===== src/timer_pkg.sv =====
// package: register map, field positions and types for the composite timer pair
package timer_pkg;

  // ==================================================
  // register byte offsets (apb, one aligned word each)
  localparam logic [7:0] OFS_LOWER_CONTROL_0  = 8'h00;
  localparam logic [7:0] OFS_LOWER_CONTROL_1  = 8'h04;
  localparam logic [7:0] OFS_LOWER_DATA       = 8'h08;
  localparam logic [7:0] OFS_UPPER_CONTROL_0  = 8'h0c;
  localparam logic [7:0] OFS_UPPER_CONTROL_1  = 8'h10;
  localparam logic [7:0] OFS_UPPER_DATA       = 8'h14;
  localparam logic [7:0] OFS_PAIR_MODE        = 8'h18;
  localparam logic [7:0] OFS_COUNT_CLK_DIV    = 8'h1c;

  // ==================================================
  // control_0 fields
  localparam int CR0_FLAG_IRQ_EN_POS = 7;
  localparam int CR0_MODE_LSB        = 0;
  localparam int MODE_W              = 4;
  // control_1 fields
  localparam int CR1_RUN_POS         = 7;
  localparam int CR1_IRQ_EN_POS      = 5;
  localparam int CR1_MEASURE_POS     = 4;
  localparam int CR1_FLAG_POS        = 2;
  // pair mode fields
  localparam int PM_UPPER_OUT_POS    = 7;
  localparam int PM_LOWER_OUT_POS    = 6;
  localparam int PM_WIDE_POS         = 4;

  // ==================================================
  // operating-mode encodings
  localparam logic [3:0] MODE_ONE_SHOT   = 4'h0;
  localparam logic [3:0] MODE_CONTINUOUS = 4'h1;
  localparam logic [3:0] MODE_FREE_RUN   = 4'h2;

  localparam logic [7:0] REG_RESET   = 8'h00;
  localparam logic [7:0] COUNT_ZERO  = 8'h00;
  localparam logic [7:0] COUNT_ONE   = 8'h01;
  localparam logic [7:0] DIV_RESET   = 8'h00;
  localparam int         NUM_CHAN    = 2;

  // channel control carried as one bundle
  typedef struct packed {
    logic       run;
    logic [3:0] mode;
    logic       irq_en;
    logic       flag_irq_en;
  } chan_ctrl_t;

  // event reported by a channel, one-cycle pulses
  typedef struct packed {
    logic match;
    logic stop;
  } chan_evt_t;

  typedef enum logic [1:0] {
    CH_IDLE  = 2'b00,
    CH_COUNT = 2'b01
  } chan_state_t;

endpackage


===== src/interval_timer_pair.sv =====
// top: apb register file and interrupt routing for the interval timer pair
// ==================================================
// Summary of operation
// - counter equals compare sets compare flag
// - overflow in capture modes sets same flag
// - measure flag gated by channel enable only
// - compare irq needs both enable bits
// - wide mode silences upper channel sources
// - lower irq is request 5, upper 6
// - mode bits select one-shot/continuous/free-run
// - start counts from zero on count edge
// - one-shot match: toggle, flag, clear run, halt
// - one-shot latches compare only at start
// - continuous match: toggle, flag, restart zero
// - continuous/free-run reload latch at match
// - stopped timer keeps output bit level until a pair mode write loads it
//
// The implementer's own choices: the APB register port and the register addresses.
`timescale 1ns/1ps
`default_nettype none

module interval_timer_pair (
  input  wire logic        ref_clk_i,     // 125 MHz system clock
  input  wire logic        rst_b_i,       // sync reset, active low
  input  wire logic        clk_en_i,      // freezes all state when low
  input  wire logic        psel_i,        // apb select
  input  wire logic        penable_i,     // apb enable
  input  wire logic        pwrite_i,      // apb direction
  input  wire logic [7:0]  paddr_i,       // apb byte address
  input  wire logic [31:0] pwdata_i,      // apb write data
  input  wire logic [3:0]  pstrb_i,       // apb byte strobes
  output logic [31:0]      prdata_o,      // apb read data
  output logic             pready_o,      // apb ready
  output logic             pslverr_o,     // apb error on unmapped address
  input  wire logic        meas_lower_i,  // lower capture/measure event, same clock
  input  wire logic        meas_upper_i,  // upper capture/measure event, same clock
  output logic             irq5_o,        // lower channel interrupt request
  output logic             irq6_o,        // upper channel interrupt request
  output logic             lower_out_o,   // lower timer output level
  output logic             upper_out_o    // upper timer output level
);

  // ==================================================
  // registers
  logic [7:0] ctl0 [timer_pkg::NUM_CHAN];
  logic [7:0] ctl1 [timer_pkg::NUM_CHAN];
  logic [7:0] cdata [timer_pkg::NUM_CHAN];
  logic [7:0] count [timer_pkg::NUM_CHAN];
  logic       out_bit [timer_pkg::NUM_CHAN];
  logic       wide_mode_bit;
  logic [7:0] clk_div;

  timer_pkg::chan_ctrl_t ctrl [timer_pkg::NUM_CHAN];
  timer_pkg::chan_evt_t  evt  [timer_pkg::NUM_CHAN];
  logic                  meas [timer_pkg::NUM_CHAN];
  logic                  tick;
  logic                  wr;
  logic                  rd_hit;
  logic [7:0]            next_rdata;
  logic                  mapped;

  assign meas[0] = meas_lower_i;
  assign meas[1] = meas_upper_i;

  // ==================================================
  // apb: zero wait states
  assign pready_o = 1'b1;
  assign wr       = psel_i && penable_i && pwrite_i && pstrb_i[0] && clk_en_i;
  assign rd_hit   = psel_i && !penable_i && !pwrite_i;

  always_comb begin
    next_rdata = timer_pkg::REG_RESET;
    mapped     = 1'b1;
    if (paddr_i == timer_pkg::OFS_LOWER_CONTROL_0) begin
      next_rdata = ctl0[0];
    end else if (paddr_i == timer_pkg::OFS_LOWER_CONTROL_1) begin
      next_rdata = ctl1[0];
    end else if (paddr_i == timer_pkg::OFS_LOWER_DATA) begin
      next_rdata = count[0];
    end else if (paddr_i == timer_pkg::OFS_UPPER_CONTROL_0) begin
      next_rdata = ctl0[1];
    end else if (paddr_i == timer_pkg::OFS_UPPER_CONTROL_1) begin
      next_rdata = ctl1[1];
    end else if (paddr_i == timer_pkg::OFS_UPPER_DATA) begin
      next_rdata = count[1];
    end else if (paddr_i == timer_pkg::OFS_PAIR_MODE) begin
      next_rdata = {out_bit[1], out_bit[0], 2'b00, wide_mode_bit, 3'b000};
    end else if (paddr_i == timer_pkg::OFS_COUNT_CLK_DIV) begin
      next_rdata = clk_div;
    end else begin
      mapped = 1'b0;
    end
  end

  assign pslverr_o = psel_i && penable_i && !mapped;

  // read data captured in setup so it comes from a flop during access
  always_ff @(posedge ref_clk_i) begin
    if (!rst_b_i) begin
      prdata_o <= 32'h0000_0000;
    end else if (clk_en_i && rd_hit) begin
      prdata_o <= {24'h00_0000, next_rdata};
    end
  end

  // ==================================================
  // pair mode, divider and count tick
  always_ff @(posedge ref_clk_i) begin
    if (!rst_b_i) begin
      wide_mode_bit <= 1'b0;
      clk_div       <= timer_pkg::DIV_RESET;
    end else if (wr && paddr_i == timer_pkg::OFS_PAIR_MODE) begin
      wide_mode_bit <= pwdata_i[timer_pkg::PM_WIDE_POS];
    end else if (wr && paddr_i == timer_pkg::OFS_COUNT_CLK_DIV) begin
      clk_div <= pwdata_i[7:0];
    end
  end

  count_tick_gen u_tick (
    .ref_clk_i (ref_clk_i),
    .rst_b_i   (rst_b_i),
    .ce_i      (clk_en_i),
    .div_i     (clk_div),
    .tick_o    (tick)
  );

  // ==================================================
  // per-channel control, flags and output bit
  for (genvar c = 0; c < timer_pkg::NUM_CHAN; c++) begin : g_ch
    localparam logic [7:0] OFS_C0 = (c == 0) ? timer_pkg::OFS_LOWER_CONTROL_0 : timer_pkg::OFS_UPPER_CONTROL_0;
    localparam logic [7:0] OFS_C1 = (c == 0) ? timer_pkg::OFS_LOWER_CONTROL_1 : timer_pkg::OFS_UPPER_CONTROL_1;
    localparam logic [7:0] OFS_D  = (c == 0) ? timer_pkg::OFS_LOWER_DATA : timer_pkg::OFS_UPPER_DATA;
    localparam int         OUT_P  = (c == 0) ? timer_pkg::PM_LOWER_OUT_POS : timer_pkg::PM_UPPER_OUT_POS;
    logic wr_c1;
    logic busy;
    logic flag_set;
    logic meas_set;
    logic other_mode;
    logic started;
    logic ovf_set;

    assign wr_c1 = wr && paddr_i == OFS_C1;
    assign busy  = ctl1[c][timer_pkg::CR1_RUN_POS];
    // upper channel sources are dead in wide mode
    assign flag_set = evt[c].match && !(c == 1 && wide_mode_bit);
    assign meas_set = meas[c] && clk_en_i && !(c == 1 && wide_mode_bit);
    // codes outside the interval set count like a capture mode; only their wrap is flagged
    assign other_mode = !(ctrl[c].mode == timer_pkg::MODE_ONE_SHOT || ctrl[c].mode == timer_pkg::MODE_CONTINUOUS
                          || ctrl[c].mode == timer_pkg::MODE_FREE_RUN);
    assign ovf_set    = started && busy && tick && (&count[c]) && other_mode
                        && !(c == 1 && wide_mode_bit);

    // mirrors the channel's counting state, so a stale all-ones count before start is no wrap
    always_ff @(posedge ref_clk_i) begin
      if (!rst_b_i) begin
        started <= 1'b0;
      end else if (clk_en_i) begin
        started <= busy && (started || tick);
      end
    end

    assign ctrl[c].run         = busy;
    assign ctrl[c].mode        = ctl0[c][timer_pkg::CR0_MODE_LSB +: timer_pkg::MODE_W];
    assign ctrl[c].irq_en      = ctl1[c][timer_pkg::CR1_IRQ_EN_POS];
    assign ctrl[c].flag_irq_en = ctl0[c][timer_pkg::CR0_FLAG_IRQ_EN_POS];

    always_ff @(posedge ref_clk_i) begin
      if (!rst_b_i) begin
        ctl0[c] <= timer_pkg::REG_RESET;
      end else if (wr && paddr_i == OFS_C0) begin
        ctl0[c] <= pwdata_i[7:0];
      end
    end

    // zero compare value refused while counting
    always_ff @(posedge ref_clk_i) begin
      if (!rst_b_i) begin
        cdata[c] <= timer_pkg::REG_RESET;
      end else if (wr && paddr_i == OFS_D && !(busy && pwdata_i[7:0] == timer_pkg::COUNT_ZERO)) begin
        cdata[c] <= pwdata_i[7:0];
      end
    end

    // control_1: run bit, enable, flags; hardware set beats software clear
    always_ff @(posedge ref_clk_i) begin
      if (!rst_b_i) begin
        ctl1[c] <= timer_pkg::REG_RESET;
      end else if (clk_en_i) begin
        if (wr_c1) begin
          ctl1[c][timer_pkg::CR1_RUN_POS]    <= pwdata_i[timer_pkg::CR1_RUN_POS];
          ctl1[c][timer_pkg::CR1_IRQ_EN_POS] <= pwdata_i[timer_pkg::CR1_IRQ_EN_POS];
          // flags only clear by writing zero
          if (!pwdata_i[timer_pkg::CR1_FLAG_POS]) begin
            ctl1[c][timer_pkg::CR1_FLAG_POS] <= 1'b0;
          end
          if (!pwdata_i[timer_pkg::CR1_MEASURE_POS]) begin
            ctl1[c][timer_pkg::CR1_MEASURE_POS] <= 1'b0;
          end
        end
        if (evt[c].stop) begin
          ctl1[c][timer_pkg::CR1_RUN_POS] <= 1'b0;
        end
        if (flag_set || ovf_set) begin
          ctl1[c][timer_pkg::CR1_FLAG_POS] <= 1'b1;
        end
        if (meas_set) begin
          ctl1[c][timer_pkg::CR1_MEASURE_POS] <= 1'b1;
        end
      end
    end

    // output bit toggles on match; while stopped it holds or loads from a pair mode write
    always_ff @(posedge ref_clk_i) begin
      if (!rst_b_i) begin
        out_bit[c] <= 1'b0;
      end else if (clk_en_i) begin
        if (evt[c].match) begin
          out_bit[c] <= !out_bit[c];
        end else if (wr && paddr_i == timer_pkg::OFS_PAIR_MODE && !busy) begin
          out_bit[c] <= pwdata_i[OUT_P];
        end
      end
    end

    timer_channel u_chan (
      .ref_clk_i (ref_clk_i),
      .rst_b_i   (rst_b_i),
      .ce_i      (clk_en_i),
      .tick_i    (tick),
      .ctrl_i    (ctrl[c]),
      .data_i    (cdata[c]),
      .count_o   (count[c]),
      .evt_o     (evt[c])
    );
  end

  // ==================================================
  // interrupt requests, level while an enabled flag stands
  assign irq5_o = ctrl[0].irq_en && ((ctrl[0].flag_irq_en && ctl1[0][timer_pkg::CR1_FLAG_POS])
                  || ctl1[0][timer_pkg::CR1_MEASURE_POS]);
  assign irq6_o = !wide_mode_bit && ctrl[1].irq_en
                  && ((ctrl[1].flag_irq_en && ctl1[1][timer_pkg::CR1_FLAG_POS])
                  || ctl1[1][timer_pkg::CR1_MEASURE_POS]);

  assign lower_out_o = out_bit[0];
  assign upper_out_o = out_bit[1];

endmodule
`default_nettype wire


===== src/count_tick_gen.sv =====
// count clock enable divider shared by both channels
`timescale 1ns/1ps
`default_nettype none

module count_tick_gen (
  input  wire logic       ref_clk_i,  // system clock
  input  wire logic       rst_b_i,    // sync reset, active low
  input  wire logic       ce_i,       // clock enable
  input  wire logic [7:0] div_i,      // ticks every div_i+1 clocks
  output logic            tick_o      // count clock edge pulse
);

  logic [7:0] cnt;

  // ==================================================
  // divider
  always_ff @(posedge ref_clk_i) begin
    if (!rst_b_i) begin
      cnt <= timer_pkg::COUNT_ZERO;
    end else if (ce_i) begin
      if (cnt >= div_i) begin
        cnt <= timer_pkg::COUNT_ZERO;
      end else begin
        cnt <= cnt + timer_pkg::COUNT_ONE;
      end
    end
  end

  assign tick_o = ce_i && (cnt >= div_i);

endmodule
`default_nettype wire


===== src/timer_channel.sv =====
// one 8-bit interval timer channel: counter, compare latch, match/stop events
`timescale 1ns/1ps
`default_nettype none

module timer_channel (
  input  wire logic                  ref_clk_i,  // system clock
  input  wire logic                  rst_b_i,    // sync reset, active low
  input  wire logic                  ce_i,       // clock enable
  input  wire logic                  tick_i,     // count clock rising edge
  input  wire timer_pkg::chan_ctrl_t ctrl_i,     // run bit and mode
  input  wire logic [7:0]            data_i,     // compare data register
  output logic [7:0]                 count_o,    // counter value
  output timer_pkg::chan_evt_t       evt_o       // match / self-stop pulses
);

  timer_pkg::chan_state_t state;
  logic [7:0]             latch;
  logic                   hit;
  logic                   one_shot;
  logic                   continuous;
  logic                   free_run;

  assign one_shot   = ctrl_i.mode == timer_pkg::MODE_ONE_SHOT;
  assign continuous = ctrl_i.mode == timer_pkg::MODE_CONTINUOUS;
  assign free_run   = ctrl_i.mode == timer_pkg::MODE_FREE_RUN;
  assign hit = (state == timer_pkg::CH_COUNT) && tick_i && ctrl_i.run
               && (count_o + timer_pkg::COUNT_ONE == latch);

  // ==================================================
  // state, counter and compare latch
  always_ff @(posedge ref_clk_i) begin
    if (!rst_b_i) begin
      state   <= timer_pkg::CH_IDLE;
      count_o <= timer_pkg::COUNT_ZERO;
      latch   <= timer_pkg::REG_RESET;
    end else if (ce_i) begin
      case (state)
        timer_pkg::CH_IDLE: begin
          if (ctrl_i.run && tick_i) begin
            state   <= timer_pkg::CH_COUNT;
            count_o <= timer_pkg::COUNT_ZERO;
            latch   <= data_i;
          end
        end
        default: begin
          if (!ctrl_i.run) begin
            state <= timer_pkg::CH_IDLE;
          end else if (hit && one_shot) begin
            count_o <= count_o + timer_pkg::COUNT_ONE;
            state   <= timer_pkg::CH_IDLE;
          end else if (hit && continuous) begin
            count_o <= timer_pkg::COUNT_ZERO;
            latch   <= data_i;
          end else if (hit && free_run) begin
            count_o <= count_o + timer_pkg::COUNT_ONE;
            latch   <= data_i;
          end else if (tick_i) begin
            // wraps ff -> 00 naturally
            count_o <= count_o + timer_pkg::COUNT_ONE;
          end
        end
      endcase
    end
  end

  // unsupported modes count but never match
  assign evt_o.match = hit && (one_shot || continuous || free_run);
  assign evt_o.stop  = hit && one_shot;

endmodule
`default_nettype wire


===== config.mk =====
export PLATFORM = sky130hd
export DESIGN_NAME = interval_timer_pair
export DESIGN_NICKNAME = d
export VERILOG_FILES = /design/src/timer_pkg.sv /design/src/interval_timer_pair.sv /design/src/count_tick_gen.sv /design/src/timer_channel.sv
export SDC_FILE = /design/constraint.sdc
export NUM_CORES = 1
export LEC_CHECK = 0
export ABC_AREA = 1
export BUFFER_PORTS_ARGS = -buffer_cell sky130_fd_sc_hd__buf_2
export CAP_MARGIN = 0
export CORE_AREA = 3 3 96 135
export DETAILED_ROUTE_END_ITERATION = 10
export DIE_AREA = 0 0 99 138
export PLACE_DENSITY = 0.73
export SLEW_MARGIN = 0
export SYNTH_ARGS = -nofsm -noshare
export SYNTH_HDL_FRONTEND = slang
export SYNTH_SLANG_ARGS = --single-unit

===== constraint.sdc =====
create_clock -name ref_clk_i -period 2.3 [get_ports ref_clk_i]
set_clock_uncertainty 0.1 [all_clocks]
set_input_delay 0.23 -clock ref_clk_i [delete_from_list [all_inputs] [get_ports ref_clk_i]]
set_output_delay 0.23 -clock ref_clk_i [all_outputs]
set_load 0.01 [all_outputs]

Word-level counts from Yosys, hierarchy flattened. Memories as Yosys holds them, arrays and structs flattened. Cells that the tools add are included. W data, S select, Z words.

Memories: 4. Bits in writable memories: 42. Logic and storage cells: 320. Flip-flop bits (word level): 63.

Memories: cdata (words 2, width 8, rd ports 2, clocked after memory_dff 0, write ports 2, RTL line interval_timer_pair.sv:47) `logic [7:0] cdata [timer_pkg::NUM_CHAN];`; ctl0 (words 2, width 8, rd ports 2, clocked after memory_dff 0, write ports 2, RTL line interval_timer_pair.sv:45) `logic [7:0] ctl0 [timer_pkg::NUM_CHAN];`; ctl1 (words 2, width 4, rd ports 2, clocked after memory_dff 0, write ports 2, RTL line interval_timer_pair.sv:46) `logic [7:0] ctl1 [timer_pkg::NUM_CHAN];`; out_bit (words 2, width 1, rd ports 2, clocked after memory_dff 0, write ports 2, RTL line interval_timer_pair.sv:49) `logic out_bit [timer_pkg::NUM_CHAN];`.

Add/subtract/negate cells: 3. Reductions and logical operators: 102. Magnitude comparators: 1. Bitwise operators: 23. Muxes and demuxes: 154. Equal/unequal tests: 21.

Operators with widths (count): $mux W8 (39); $mux W1 (107); $logic_and A1 B1 Y1 (59); $eq A8 B5 Y1 const B (4); $add A8 B1 Y8 const B (3); $or A1 B1 Y1 (22); $eq A8 B4 Y1 const B (2); $eq A8 B8 Y1 (2); $logic_not A8 Y1 (2); $mux W2 (8); $reduce_and A8 Y1 (2); $logic_not A1 Y1 (12); $logic_or A1 B1 Y1 (10); $reduce_and A5 Y1 (2); $reduce_bool A5 Y1 (2); $eq A4 B1 Y1 const B (2); $eq A4 B2 Y1 const B (2); $eq A8 B3 Y1 const B (1); $ge A8 B8 Y1 (1); $logic_not A4 Y1 (2); $ne A2 B1 Y1 const B (4); $reduce_and A4 Y1 (2); $ne A3 B2 Y1 const B (2); $reduce_and A3 Y1 (2); other kinds (6) (10).

Logic depth before layout (Yosys ltp). Gate-level depths: netlist of the first run.

Depth in word-level cells: 13. Gate-level depth with buffers: 18.

Modules after synthesis. From an unflattened synthesis of the first run, not the netlist that was laid out.

Cells, all modules: 830. Area, all modules: 6403.6 um^2.

By module, submodules not included: interval_timer_pair (area an instance 3296.9 um^2, times used 1, cells each 384); timer_channel (area an instance 1263.7 um^2, times used 2, cells each 184); count_tick_gen (area an instance 579.3 um^2, times used 1, cells each 78).

Least setup slack after synthesis of the first run. Ideal clock, no wire load.

Path kind: register to register. Start point: register u_tick.cnt[0]. End point: memory ctl1[0][0] (netlist bit), enable pin. Arrival: 1.918 ns. Path slack: -0.012 ns. Library setup time: 0.294 ns. Period minus slack after synthesis: 2.312 ns. Cell stages (with the launch flop): 18. Cell sequence: dfxtp_1 inv_1 ha_1 nand2_1 nand3_1 nand2_1 nand2_1 nand2_1 nand2_1 nand2_1 nor2_1 clkbuf_1 inv_2 nor3_2 nand2_1 nor2_1 nand2_1 nand3_1.

RTL lines: start, declared (RTL line count_tick_gen.sv:13) `logic [7:0] cnt;`; start signal, assigned (RTL line count_tick_gen.sv:19) `cnt <= timer_pkg::COUNT_ZERO;`; start signal, assigned (RTL line count_tick_gen.sv:22) `cnt <= timer_pkg::COUNT_ZERO;`; start signal, assigned (RTL line count_tick_gen.sv:24) `cnt <= cnt + timer_pkg::COUNT_ONE;`; end, declared (RTL line interval_timer_pair.sv:46).

==> flow_summary.ini, run 1 <==
[status]
status = finished, final reports clean

[placed_design]
io_buffers = 37
dp_hpwl_mm = 11.63
dpl_cell_area_mm2 = 0.006337
place.gp.congestion = 0.9333
dp.cells = 1006

[critical_path]
start_kind = flop
end_kind = flop
cpMaxStageDelayCell = dfxtp_2
crit_chain = ha_4 -> buf_4 -> nand4_1 -> nand3b_1 -> nand3_1 -> nor2_1 -> nand2_2 -> nor3_4 -> nand2_2 -> nor2_2 -> nand2_2 -> nand3_2
cpPeakStageDelay_ns = 0.36
path_class = reg2reg
crit_arrival_ns = 2.20
cp_max_fo = 3
required_ns = 2.27
cp_common_cell = nand2_2

[global_routing]
grt_max_degree = 63
globalRouteOverflowTotal = 0
grt_use_total_pct = 22.79
grt_pass1_vias = 5043
antenna_found_initial = 0
grt_pass1_wl_mm = 24.91

[route]
antenna_left = 0
met1_length_mm = 5.963
dr.max_layer_used = met4
drt-total-wl_mm = 16.07
routed_via_density = 5.453
wl_met3_mm = 1.082
met2WireLength_mm = 8.300
wl_per_cell_um = 15.62
drt_pass1_iterations = 6
drtIter0Drc = 348
vias = 5611
drcViolationCount = 0

[logic_synthesis]
syn_inst = 810
ys_ff_latch = 103
synth.largest_area_cell = dfxtp_1
netlist_top_cells_area = dfxtp_1 21%, edfxtp_1 21%, nand2_1 9.9%
synth_top_area_share_pct = 21.09
syn_area_mm2 = 0.005886
yosys_warnings = 0
ys_seq_area_share_pct = 42.01
synth_cell_types = 43
syn_area_per_cell_um2 = 7.266

[die]
die_h_um = 138
die_area_mm2 = 0.01366
num_rows = 47
start_util_pct = 49.79
core-area_mm2 = 0.01182
ios = 90
die_x_um = 99

[power]
power_density_mw_per_mm2 = 597.9
p_leak_nw = 3.072
vdd_drop_max_mv = 0.4747

[finish]
synthToLayoutAreaGrowth_pct = 18.73
fin_util_pct = 59.12
multiInputGateArea_mm2 = 0.003037
nNetsFinal = 940
final-seq-area_mm2 = 0.002484
antenna_cells = 0
drive_above_1_share_pct = 19.39
finalNonFillerCells = 1029
post-route-cell-area_mm2 = 0.006988
nFillCells = 1094

[timing]
fin_crit_sh_pct = 97.10
fmax_ghz = 0.4478
hold_violations = 0
fin_tns_setup_ns = 0
grt_setup_unrepaired = true
finalSetupViolCount = 0
finalMaxSlewViolations = 0
fin_crit_ns = 2.233

[clock_network]
cts_hold_buf = 0
clk_latency_ns = 0.35
cts_max_level = 3
cts_buffer_depth = 2
numClockSinks = 103
cts_buffers = 9
root_buffer = clkbuf_16
path_clk_slew_ns = 0.07
cts_tree = yes

[worst_hold_path]
hold_class = in2reg

[run]
cap_violations = 0
## metrics by stage
stage / hold WS, ns / setup slack [ns] / power [mW]
CTS: 0.09629 / 0.004056 / 4.118
detailed placement: 0.3571 / -0.06617 / 2.612
floorplan: 0.3204 / 0.06162 / 2.469
global route: 0.1303 / -0.07145 / 4.317
global placement: 0.3522 / 0.002117 / 2.602
finish: 0.09982 / 0.06668 / 4.178
## final cells by class
type / instances / area share [%]
well taps: 147 / 2.632
inverters: 116 / 6.285
repair buffers: 79 / 7.789
clock buffers: 11 / 3.778
clock inverters: 5 / 0.5192
flip-flops and latches: 103 / 35.54
multi-input cells: 568 / 43.46
## synth_stat cells (all sizes together)
library cell and n:
nor3b 1, ha 11, o21ai 48, o211ai 7, nor4 1, nor3 15
and3 1, clkbuf 15, nor2 118, a21oi 66, a31oi 1, conb 2
and3b 1, inv 110, o221ai 1, o22ai 3, edfxtp 41, or2 1
buf 33, o2111ai 3, a311oi 1, xor2 6, a221oi 1, dfxtp 62
nand2 161, clkinv 6, nand3 56, xnor2 5, a21o 2, a41oi 1
a31o 1, nand4 23, nand3b 6
## sequential cells by signal, summed over array words and instances, names as in the netlist
register and cells:
ctl1 8, g_ch.started 2, out_bit 2, clk_div 8, prdata_o 8, wide_mode_bit 1
g_ch.u_chan.state 2, ctl0 16, g_ch.u_chan.count_o 16, g_ch.u_chan.latch 16, u_tick.cnt 8, cdata 16
## layer usage
layer,GRT usage (%),up-vias
met3,3.427,63
met4,11.29,0
li1,-,2745
met2,40.19,206
met5,0,-
met1,26.49,2597
## repair_timing
item / 4_1_cts / 5_1_grt
gates resized for setup: 7 / 66
setup endpoints to repair: 12 / 45
pin swaps: 1 / 22
setup buffers: 0 / 5
gates cloned: 0 / 2
## report_power, final
part	switching (mW)	internal, mW	total (mW)	leakage [nW]
clock network	0.702	0.837	1.54	0.148
registers	0.0749	1.99	2.06	0.903
logic	0.373	0.203	0.576	2.02
total	1.15	3.03	4.18	3.07
## placed cells by master, fill, tap and decap left out, drive strengths merged, types with 2 or more instances in the layout
cell / count
nand3b: 6
nand2: 162
xnor2: 5
clkinvlp: 2
a21o: 2
nand4: 23
clkinv: 6
inv: 113
a21oi: 66
dfxtp: 62
edfxtp: 41
clkbuf: 11
o211ai: 7
o2111ai: 3
o21ai: 48
nand3: 57
buf: 79
ha: 11
conb: 25
nor3: 15
o22ai: 3
nor2: 118
xor2: 6
## path summary, 6_finish.rpt
path / depth (start not counted) / slack (ns) / to / startpoint
setup / recovery: 12 / 0.07 / ctl1[0][0] / g_ch[0].u_chan.count_o[0]
setup reg to reg: 12 / 0.07 / ctl1[0][0] / g_ch[0].u_chan.count_o[0]
hold / removal: 3 / 0.1 / clk_div[3] / pwdata_i[3]
hold reg to reg: 2 / 0.37 / prdata_o[4] / prdata_o[4]
## worst max-delay path: cells and delay by family, from the launching register on
family,cells,cell delay [ns]
AND/OR/NAND/NOR,10,1.19
flip-flops,1,0.36
adder cells (fa/ha/maj),1,0.17
buffers and inverters,1,0.12
## cells by family after synthesis
family | synth area share (%)
compound gates | 12.46
other cells | 0.1276
simple gates | 28.83
xor+xnor | 1.637
buf+inv | 12.61
flops | 42.01
fa+ha+maj | 2.338
No activity file was read; power rests on OpenSTA's default activity.
==> inputs of run 2 (changes only) <==
==> constraint.sdc (replaced) <==
create_clock -name ref_clk_i -period 2.04 [get_ports ref_clk_i]
set_clock_uncertainty 0.1 [all_clocks]
set_input_delay 0.204 -clock ref_clk_i [delete_from_list [all_inputs] [get_ports ref_clk_i]]
set_output_delay 0.204 -clock ref_clk_i [all_outputs]
set_load 0.01 [all_outputs]
==> run 2 against run 1 <==
Effect of this change:
- worst setup slack worse by 0.31 ns
- hold slack worse by 0.034 ns
- the run now ends with negative setup slack left
- largest cell class unchanged
- count of clock-buffer cells in the layout unchanged
- routed wire length up 6.5%
- clock power up 5%
- cell count up 5.5%
- highest routed layer unchanged
- combinational power up 30%
- critical path type unchanged
- critical endpoint is now g_ch[0].u_chan.latch[7]
==> flow_summary.ini, run 2 (synthesis gave the netlist of run 1 again) <==
[clock_network]
cts_hold_buf = 0
cts_buffer_depth = 2
cts_buffers = 9
cts_max_level = 3
clk_latency_ns = 0.35
cts_tree = yes
path_clk_slew_ns = 0.07
numClockSinks = 103
root_buffer = clkbuf_16

[critical_path]
crit_arrival_ns = 2.47
r2r_start = g_ch[0].u_chan.count_o[1]
crit_chain = ha_4 -> nand3_4 -> nor2_4 -> nand2_1 -> nand2_1 -> nand2_1 -> nand2_1 -> nand2_1 -> inv_2 -> nand2_4 -> nor2_2 -> nand4_1 -> buf_4 -> nand2_8 -> a21oi_1 -> nor2_1
start_kind = flop
r2r_end = g_ch[0].u_chan.latch[7]
required_ns = 2.23
cpMaxStageDelayCell = dfxtp_2
r2r_cells = 16
cp_common_cell = nand2_1
end_kind = flop
path_class = reg2reg
cpPeakStageDelay_ns = 0.37
cp_max_fo = 8
reg2reg_slack_ns = -0.24

[power]
p_leak_nw = 3.340
vdd_drop_max_mv = 0.4957
power_density_mw_per_mm2 = 625.1
power_mw = 4.689

[finish]
antenna_cells = 0
mostFrequentLayoutCell = nand2_1
final_cell_mix = 142 x nand2_1, 102 x nor2_1, 96 x inv_1
drive_above_1_share_pct = 25.99
finalNonFillerCells = 1086
fin_util_pct = 63.47
nNetsFinal = 997
synthToLayoutAreaGrowth_pct = 27.47

[timing]
finalMaxSlewViolations = 0
fmax_ghz = 0.4379
hold_violations = 0
fin_crit_sh_pct = 111.9
finalSetupViolCount = 44
grt_setup_unrepaired = true
fin_crit_ns = 2.284
setup_slack_ns = -0.2436

[die]
ios = 90
die_x_um = 99
core-area_mm2 = 0.01182
start_util_pct = 49.79
die_h_um = 138
num_rows = 47
die_area_mm2 = 0.01366

[global_routing]
grt_pass1_wl_mm = 26.33
use_met1_pct = 28.51
grt_pass1_vias = 5270
grt_use_total_pct = 24.46
grt_max_degree = 27
grt-busiest-layer = met2
met3_usage_pct = 3.579
antenna_found_initial = 0
gr-usage-met2_pct = 42.85
globalRouteOverflowTotal = 0

[route]
routed_via_density = 5.267
antenna_left = 0
vias = 5720
drcViolationCount = 0
wl_per_cell_um = 15.76
drt_pass1_iterations = 7
drtIter0Drc = 399
drt-total-wl_mm = 17.11

[status]
status = finished with violations
violations = negative setup slack

[placed_design]
dp_hpwl_mm = 12.30
place.gp.congestion = 0.9126
pre_cts_ws_ns = -0.2989
io_buffers = 37
dp.cells = 1048

[worst_hold_path]
timing.hold.worst_path_depth = 3
hold_path_end = ctl1[1][1]
hp-start = meas_upper_i
hold_class = in2reg

[run]
cap_violations = 0
run 2: timing repair:
item                       in CTS  in global routing
setup endpoints to repair      44                 47
pin swaps                      16                 43
cloned                          2                  0
buffers inserted               10                 10
gates resized for setup        39                 60
run 2: cell type report:
cell class | count | area, um2
timing repair buffer | 136 | 994.7
fill | 1007 | 4318
sequential | 103 | 2492
inverter | 116 | 440.4
multi-input combinational | 568 | 3114
clock inverter | 5 | 33.78
tap | 147 | 183.9
clock buffer | 11 | 242.7
run 2: metrics by stage:
step	hold WS, ns	TNS [ns]	instance area (um2)
final	0.06567	-7.421	7502
after global routing	0.1038	-13.57	7502
after CTS	0.05515	-4.080	7201
after detailed placement	0.3563	-6.642	6675
after global placement	0.3484	-4.782	6675
after floorplan	0.2944	-0.7201	6005
run 2: layer usage:
metal	part of all wire, %	routed length (um)
met1	37	6340
met2	51	8802
met3	6.5	1117
met4	5.0	853
met5	0	0
run 2: power breakdown:
part | internal (mW) | leakage [nW] | switching [mW] | total [mW]
Combinational | 0.291 | 2.30 | 0.457 | 0.748
Sequential | 2.24 | 0.905 | 0.0813 | 2.32
Clock | 0.860 | 0.133 | 0.760 | 1.62
run 2: worst max-delay path, delay by kind of cell (launching register included):
kind | cells | cell delay [ns]
AND/OR/NAND/NOR | 12 | 1.16
flip-flops | 1 | 0.37
buffers and inverters | 2 | 0.32
adder cells (fa/ha/maj) | 1 | 0.19
AO/OA/AOI/OAI | 1 | 0.07
run 2: worst max-delay path by stage:
stage                                    from                      end  cells past startpoint
global placement                   clk_div[1]               ctl1[0][0]                     16
finish              g_ch[0].u_chan.count_o[1]  g_ch[0].u_chan.latch[7]                     16
floorplan                          clk_div[1]               ctl1[0][0]                     17
CTS                                clk_div[1]               ctl1[0][0]                     16
global route        g_ch[0].u_chan.count_o[1]  g_ch[0].u_chan.latch[7]                     16
detailed placement                 clk_div[1]               ctl1[0][0]                     16
